File: src/hw/qsh_pkg.sv
package qsh_pkg;

  localparam int unsigned REG_W = 16;
  localparam int unsigned NGRP = 4;
  localparam int unsigned NREG = 5;

  // Group indices
  localparam logic [1:0] GRP_TOP = 2'h0;
  localparam logic [1:0] GRP_FREQ = 2'h1;
  localparam logic [1:0] GRP_MOD = 2'h2;
  localparam logic [1:0] GRP_PWR = 2'h3;

  // Register kind within a group
  localparam logic [2:0] KIND_COND = 3'h0;
  localparam logic [2:0] KIND_EVENT = 3'h1;
  localparam logic [2:0] KIND_ENABLE = 3'h2;
  localparam logic [2:0] KIND_PTR = 3'h3;
  localparam logic [2:0] KIND_NTR = 3'h4;

  // Byte address layout: group in [6:5], kind in [4:2]
  localparam int unsigned ADDR_KIND_LSB = 2;
  localparam int unsigned ADDR_GRP_LSB = 5;
  localparam logic [11:0] ADDR_IRQ_STATUS = 12'h080;
  localparam logic [11:0] ADDR_IRQ_MASK = 12'h084;
  localparam logic [11:0] ADDR_PRESET = 12'h088;
  localparam logic [11:0] ADDR_STB = 12'h08c;

  // Summary and condition bit positions
  localparam int unsigned BIT_PWR_SUM = 3;
  localparam int unsigned BIT_OVEN_COLD = 4;
  localparam int unsigned BIT_FREQ_SUM = 5;
  localparam int unsigned BIT_MOD_SUM = 7;
  localparam int unsigned BIT_STB_QUES = 3;
  localparam int unsigned BIT_REF_UNLOCK = 2;
  localparam int unsigned BIT_UNLEVELED = 1;
  localparam int unsigned BIT_UNDERMOD = 0;

  // Preset values
  localparam logic [15:0] PRESET_PTR = 16'hffff;
  localparam logic [15:0] PRESET_NTR = 16'h0000;
  localparam logic [15:0] PRESET_ENABLE = 16'h0000;
  localparam logic [3:0] IRQ_ZERO = 4'h0;

  typedef struct packed {
    logic [15:0] prev;
    logic [15:0] event_bits;
    logic [15:0] enable;
    logic [15:0] ptr;
    logic [15:0] ntr;
  } qsh_grp_type;

  typedef struct packed {
    qsh_grp_type [3:0] grp;
    logic [3:0] irq_status;
    logic [3:0] irq_mask;
    logic [31:0] prdata;
  } qsh_state_type;

  typedef struct packed {
    logic psel;
    logic penable;
    logic pwrite;
    logic [11:0] paddr;
    logic [31:0] pwdata;
  } qsh_apb_req_type;

endpackage

File: src/hw/qsh_status.sv
// The placing of the registers and the APB interface to the registers are this design's own decisions.
module qsh_status import qsh_pkg::*; (
  // Clock and reset
  input wire logic mclk,
  input wire logic rst_n,
  // APB slave
  input wire logic psel,
  input wire logic penable,
  input wire logic pwrite,
  input wire logic [11:0] paddr,
  input wire logic [31:0] pwdata,
  output logic [31:0] prdata,
  output logic pready,
  output logic pslverr,
  // Live condition sources
  input wire logic [15:0] top_cond_src,
  input wire logic [15:0] freq_cond_src,
  input wire logic [15:0] mod_cond_src,
  input wire logic [15:0] pwr_cond_src,
  input wire logic oven_cold,
  input wire logic ref_unlocked,
  input wire logic rf_unleveled,
  input wire logic ext1_undermod,
  // Summaries
  output logic [7:0] status_byte,
  output logic [3:0] group_summary,
  output logic irq
);

  ////////////////////////////////////////////////////////////////////////
  qsh_state_type st;
  qsh_state_type next_st;
  logic [15:0] cond [NGRP];
  logic [3:0] summ;
  logic acc;
  logic [1:0] a_grp;
  logic [2:0] a_kind;
  logic a_hit;
  logic [15:0] edge_bits [NGRP];
  logic rd_setup;
  logic rd_acc;

  function automatic logic summary_of(input logic [15:0] ev, input logic [15:0] en);
    summary_of = |(ev & en);
  endfunction

  function automatic logic [15:0] edges_of(input logic [15:0] now, input logic [15:0] was,
                                          input logic [15:0] p, input logic [15:0] n);
    edges_of = (now & ~was & p) | (~now & was & n);
  endfunction

  always_comb begin
    for (int g = 0; g < NGRP; g++) begin
      summ[g] = summary_of(st.grp[g].event_bits, st.grp[g].enable);
    end
  end

  // Filtered transitions of every group
  always_comb begin
    for (int g = 0; g < NGRP; g++) begin
      edge_bits[g] = edges_of(cond[g], st.grp[g].prev, st.grp[g].ptr, st.grp[g].ntr);
    end
  end

  // Live condition assembly
  always_comb begin
    cond[GRP_FREQ] = freq_cond_src;
    cond[GRP_FREQ][BIT_REF_UNLOCK] = ref_unlocked;
    cond[GRP_MOD] = mod_cond_src;
    cond[GRP_MOD][BIT_UNDERMOD] = ext1_undermod;
    cond[GRP_PWR] = pwr_cond_src;
    cond[GRP_PWR][BIT_UNLEVELED] = rf_unleveled;
    cond[GRP_TOP] = top_cond_src;
    cond[GRP_TOP][BIT_PWR_SUM] = summ[GRP_PWR];
    cond[GRP_TOP][BIT_OVEN_COLD] = oven_cold;
    cond[GRP_TOP][BIT_FREQ_SUM] = summ[GRP_FREQ];
    cond[GRP_TOP][BIT_MOD_SUM] = summ[GRP_MOD];
  end

  ////////////////////////////////////////////////////////////////////////
  // APB decode
  assign acc = psel & penable;
  assign rd_setup = psel & ~penable & ~pwrite;
  assign rd_acc = acc & ~pwrite;
  assign a_grp = paddr[ADDR_GRP_LSB +: 2];
  assign a_kind = paddr[ADDR_KIND_LSB +: 3];
  assign a_hit = (paddr[11:ADDR_GRP_LSB + 2] == '0) && (a_kind < 3'(NREG))
                 && (paddr[1:0] == 2'h0);
  assign pready = 1'b1;
  assign pslverr = acc & ~a_hit & (paddr != ADDR_IRQ_STATUS) & (paddr != ADDR_IRQ_MASK)
                   & (paddr != ADDR_PRESET) & (paddr != ADDR_STB);

  always_comb begin
    logic [15:0] rd;
    logic [3:0] irq_set;
    rd = '0;
    irq_set = '0;
    next_st = st;
    // Read data captured in setup so it stands at the completing edge
    if (rd_setup) begin
      if (a_hit) begin
        case (a_kind)
          KIND_COND: rd = cond[a_grp];
          KIND_EVENT: rd = st.grp[a_grp].event_bits;
          KIND_ENABLE: rd = st.grp[a_grp].enable;
          KIND_PTR: rd = st.grp[a_grp].ptr;
          KIND_NTR: rd = st.grp[a_grp].ntr;
          default: rd = '0;
        endcase
      end else if (paddr == ADDR_IRQ_STATUS) begin
        rd = {12'h000, st.irq_status};
      end else if (paddr == ADDR_IRQ_MASK) begin
        rd = {12'h000, st.irq_mask};
      end else if (paddr == ADDR_STB) begin
        rd = {8'h00, status_byte};
      end
      next_st.prdata = {16'h0000, rd};
    end
    for (int g = 0; g < NGRP; g++) begin
      next_st.grp[g].prev = cond[g];
      irq_set[g] = |edge_bits[g];
      if (rd_acc && a_hit && a_kind == KIND_EVENT && a_grp == 2'(g)) begin
        // Only the bits handed out are cleared; a new edge wins
        next_st.grp[g].event_bits = (st.grp[g].event_bits & ~st.prdata[15:0])
                                    | edge_bits[g];
      end else begin
        next_st.grp[g].event_bits = st.grp[g].event_bits | edge_bits[g];
      end
      if (acc && pwrite && a_hit && a_grp == 2'(g)) begin
        case (a_kind)
          KIND_ENABLE: next_st.grp[g].enable = pwdata[15:0];
          KIND_PTR: next_st.grp[g].ptr = pwdata[15:0];
          KIND_NTR: next_st.grp[g].ntr = pwdata[15:0];
          default: ;
        endcase
      end
      if (acc && pwrite && paddr == ADDR_PRESET) begin
        next_st.grp[g].enable = PRESET_ENABLE;
        next_st.grp[g].ptr = PRESET_PTR;
        next_st.grp[g].ntr = PRESET_NTR;
      end
    end
    // Sticky interrupt status: set wins over read-clear
    if (acc && !pwrite && paddr == ADDR_IRQ_STATUS) begin
      next_st.irq_status = (st.irq_status & ~st.prdata[3:0]) | irq_set;
    end else begin
      next_st.irq_status = st.irq_status | irq_set;
    end
    if (acc && pwrite && paddr == ADDR_IRQ_MASK) begin
      next_st.irq_mask = pwdata[3:0];
    end
  end

  always_ff @(posedge mclk or negedge rst_n) begin
    if (!rst_n) begin
      for (int g = 0; g < NGRP; g++) begin
        st.grp[g].prev <= '0;
        st.grp[g].event_bits <= '0;
        st.grp[g].enable <= PRESET_ENABLE;
        st.grp[g].ptr <= PRESET_PTR;
        st.grp[g].ntr <= PRESET_NTR;
      end
      st.irq_status <= IRQ_ZERO;
      st.irq_mask <= IRQ_ZERO;
      st.prdata <= '0;
    end else begin
      st <= next_st;
    end
  end

  ////////////////////////////////////////////////////////////////////////
  assign prdata = st.prdata;
  assign group_summary = summ;
  always_comb begin
    status_byte = 8'h00;
    status_byte[BIT_STB_QUES] = summ[GRP_TOP];
  end
  assign irq = |(st.irq_status & st.irq_mask);
endmodule

File: config.mk
export PLATFORM = sky130hd
export DESIGN_NAME = qsh_status
export DESIGN_NICKNAME = d
export VERILOG_FILES = /design/src/hw/qsh_pkg.sv /design/src/hw/qsh_status.sv
export SDC_FILE = /design/constraint.sdc
export NUM_CORES = 1
export LEC_CHECK = 0
export BUFFER_PORTS_ARGS = -buffer_cell sky130_fd_sc_hd__buf_2
export CAP_MARGIN = 0
export CORE_MARGIN = 8
export CORE_UTILIZATION = 54
export DETAILED_ROUTE_END_ITERATION = 16
export GPL_TIMING_DRIVEN = 0
export PLACE_DENSITY = 0.7
export REMOVE_ABC_BUFFERS = 1
export SLEW_MARGIN = 20
export SYNTH_ARGS = -nofsm -noshare
export SYNTH_HDL_FRONTEND = slang
export SYNTH_SLANG_ARGS = --single-unit
File: constraint.sdc
create_clock -name mclk -period 2.4 [get_ports mclk]
set_input_delay 0.12 -clock mclk [delete_from_list [all_inputs] [get_ports mclk]]
set_output_delay 0.12 -clock mclk [all_outputs]
set_load 0.005 [all_outputs]
==> metrics <==
status finished with violations; violated checks negative setup slack; Detail Route Antenna Nets 0; Rows 64; Vias/cell 6.672; Num CTS Buffers 38; Power Internal 9.821 mW; power per standard cell area 635.5 nW/um2; Layout area overhead 21.79%; crit-path cells nand3b_1, o21ai_0, nor4_1, nand4_1, nor4_2, nand2_1; CP max stage delay 0.54 ns; largest net degree at the start of global routing 80; critical setup path kind register to register; Vias 14,330; Tmin final 2.463 ns; gr ovfl total 0; Hold Path Cell Cnt 2; Final GP Congestion 0.9298; drc violations 0; Clock Pin Slew Worst Setup and Hold Paths 0.06 ns; post-synth cell types 48; unrepaired setup endpoints after global routing yes; Core ar. 30,510 um2; cells after synthesis 1,535; dpl ws -1.579 ns; I/O pins 164; Vert. Die Dim 191.8 um; f_max 406.0 MHz; Finished Cell Area 20,330 um2; Placed Area 17,700 um2; final setup vio count 9; Leakage Power 9.197 nW; synth warn 0; final hold viol count 0; Hold Crit Class primary input to register; number of synthesized flops with an enable pin 0; clk_lat worst skew 0.54 ns; Post-Syn Area 16,690 um2; initial core utilization 54.70%; Sink Count 344; clk buf depth 3; CP bufs+invs 0; htree depth 2; R2R depth 6; Clock Root Buffer clkbuf_16; CP required 2.81 ns; peak supply drop 0.0005363 V; Seq pwr share 47.2%; final max-slew violation count 0; Gate power share 7.7%; Switching Share 23.96%; nets 1,840; Setup crit end kind register; syn_area_per_cell 10.87 um2; top_reg_cell synth dfrtp_1; R2R Path Start st[42]$_DFFE_PN0P_; Top Family by Delay on Critical Path simple AND/OR/NAND/NOR gates; PnR worst setup slack -0.06330 ns; Chip Width 191.8 um; DR pass1 iterations 6; critical path depth in cells 6; worst setup path startpoint st[42]$_DFFE_PN0P_; layout cells sized above 1 23.70%; type of origin of the critical path register; global-route wire length before repair 88,980 um; Seq/Total Area, Yosys 52.06%; clock skew 0.01920 ns; Routed WL 59,110 um; clock power share 45.1%; Tot GR Track Use 32.16%; initial antenna violation count 0; P_sw 3.095 mW; Synth Register Bits 344; worst endpoint data arrival time 2.87 ns; relative slew slack 25.44%; most frequent cells in the layout dfrtp_1 (280), nand2_1 (260), o21ai_0 (116), buf_2 (111), nor2_1 (102); asr flop ratio synth 100.0%; TritonCTS clock tree done; MaxCap Viol Count 0; share of the clock period used by the worst path 102.6%; Crit Path Max Fanout 3; CP max-delay cell nor4_1; die area 36,790 um2; 1st-iter DRT viols 2,050; Worst Tran Pin Value 1.116 ns; ant diodes 0; routed length per instance 27.53 um; Port Buffer Count 116; worst hold path startpoint pwdata[2]; commonest non-fill, non-tap cell in the layout dfrtp_1; DP HPWL 38,860 um; vias in the first global route 14,430
[worst paths after layout]
kind | endpoint | slack [ns]
setup / recovery | st[36]$_DFF_PN0_ | -0.06
hold / removal | st[34]$_DFFE_PN0P_ | 0.02
setup reg to reg | st[36]$_DFF_PN0_ | -0.06
hold reg to reg | st[208]$_DFFE_PN0P_ | 0.50
max in group asynchronous | st[225]$_DFFE_PN1P_ | 1.11
min in group asynchronous | st[188]$_DFF_PN0_ | 0.14
[per-layer routing]
layer	global-route usage (%)	vias up	part of all wire [%]
li1	-	5993	-
met1	42.11	7060	38
met2	48.70	1034	44
met3	8.642	238	12
met4	16.79	0	5.8
met5	0	-	0
[state kept, by name, indices dropped and copies added, names as in the netlist]
signal  count
st        328
prdata     16
[Yosys cell counts (9+ instances only)]
cell type | instances | area [um2]
nand2_1 | 260 | 975.9
a22o_1 | 19 | 166.4
o21ai_1 | 29 | 145.1
a21oi_1 | 83 | 415.4
dfrtp_1 | 280 | 7007
nand3_1 | 11 | 55.05
a32o_1 | 64 | 640.6
a21o_1 | 67 | 503.0
a221oi_1 | 18 | 157.7
o21ai_0 | 118 | 590.6
buf_1 | 12 | 45.04
mux2_2 | 12 | 135.1
a211oi_1 | 11 | 82.58
dfstp_2 | 64 | 1682
a22oi_1 | 10 | 75.07
clkbuf_1 | 52 | 195.2
nand3b_1 | 61 | 457.9
nor2_1 | 110 | 412.9
buf_2 | 13 | 65.06
nor4_1 | 18 | 112.6
buf_4 | 45 | 337.8
mux4_2 | 67 | 1509
mux2i_1 | 30 | 300.3
nand2b_1 | 9 | 56.30
[cells by family (layout without fill, tap and decap cells)]
family                 after synthesis  after routing  share of synthesized area (%)
buffers and inverters              137            328                          4.513
AND/OR/NAND/NOR                    504            504                          13.86
AO/OA/AOI/OAI                      439            442                          17.87
flip-flops                         344            344                          52.06
other                                2             24                        0.04500
multiplexers                       109            109                          11.65
[metrics by stage]
stage | total power, mW | hold slack, ns | utilization, % | setup TNS (ns) | std cells
6_report | 12.92 | 0.02153 | 66.62 | -0.1779 | 2147
3_5_place_dp | 7.009 | 0.1236 | 58.01 | -321.20 | 1967
5_1_grt | 13.28 | 0.01598 | 66.62 | -0.7854 | 2147
4_1_cts | 12.92 | 0.005599 | 66.38 | 0 | 2141
3_3_place_gp | 6.958 | 0.2622 | 56.11 | -2954.94 | 1939
2_1_floorplan | 6.461 | -0.1756 | - | -339.42 | 1427
[timing repair]
action	in CTS	in global routing
hold buffers	77	0
endpoints found under the setup margin	266	177
buffers inserted	23	6
gates cloned	6	0
pin swaps	10	3
resized for setup	22	8
hold endpoints to repair	222	0
[final cells by class]
cell class / instances / area [um2]
Timing Repair Buffer: 253 / 2327
Sequential cell: 344 / 8688
Multi-Input combinational cell: 1079 / 7548
Clock inverter: 10 / 118.9
Fill cell: 2288 / 10180
Tap cell: 396 / 495.5
Inverter: 7 / 30.03
Clock buffer: 58 / 1117
[power by group through the flow]
stage | clock network (mW) | logic (mW) | registers, mW
floorplan | 0 | 0.335 | 6.13
global placement | 0 | 0.784 | 6.17
detailed placement | 0 | 0.831 | 6.18
CTS | 5.87 | 0.974 | 6.08
global route | 6.11 | 1.07 | 6.10
finish | 5.83 | 1.00 | 6.09
Note: power is estimated with default switching activity, not from simulation.
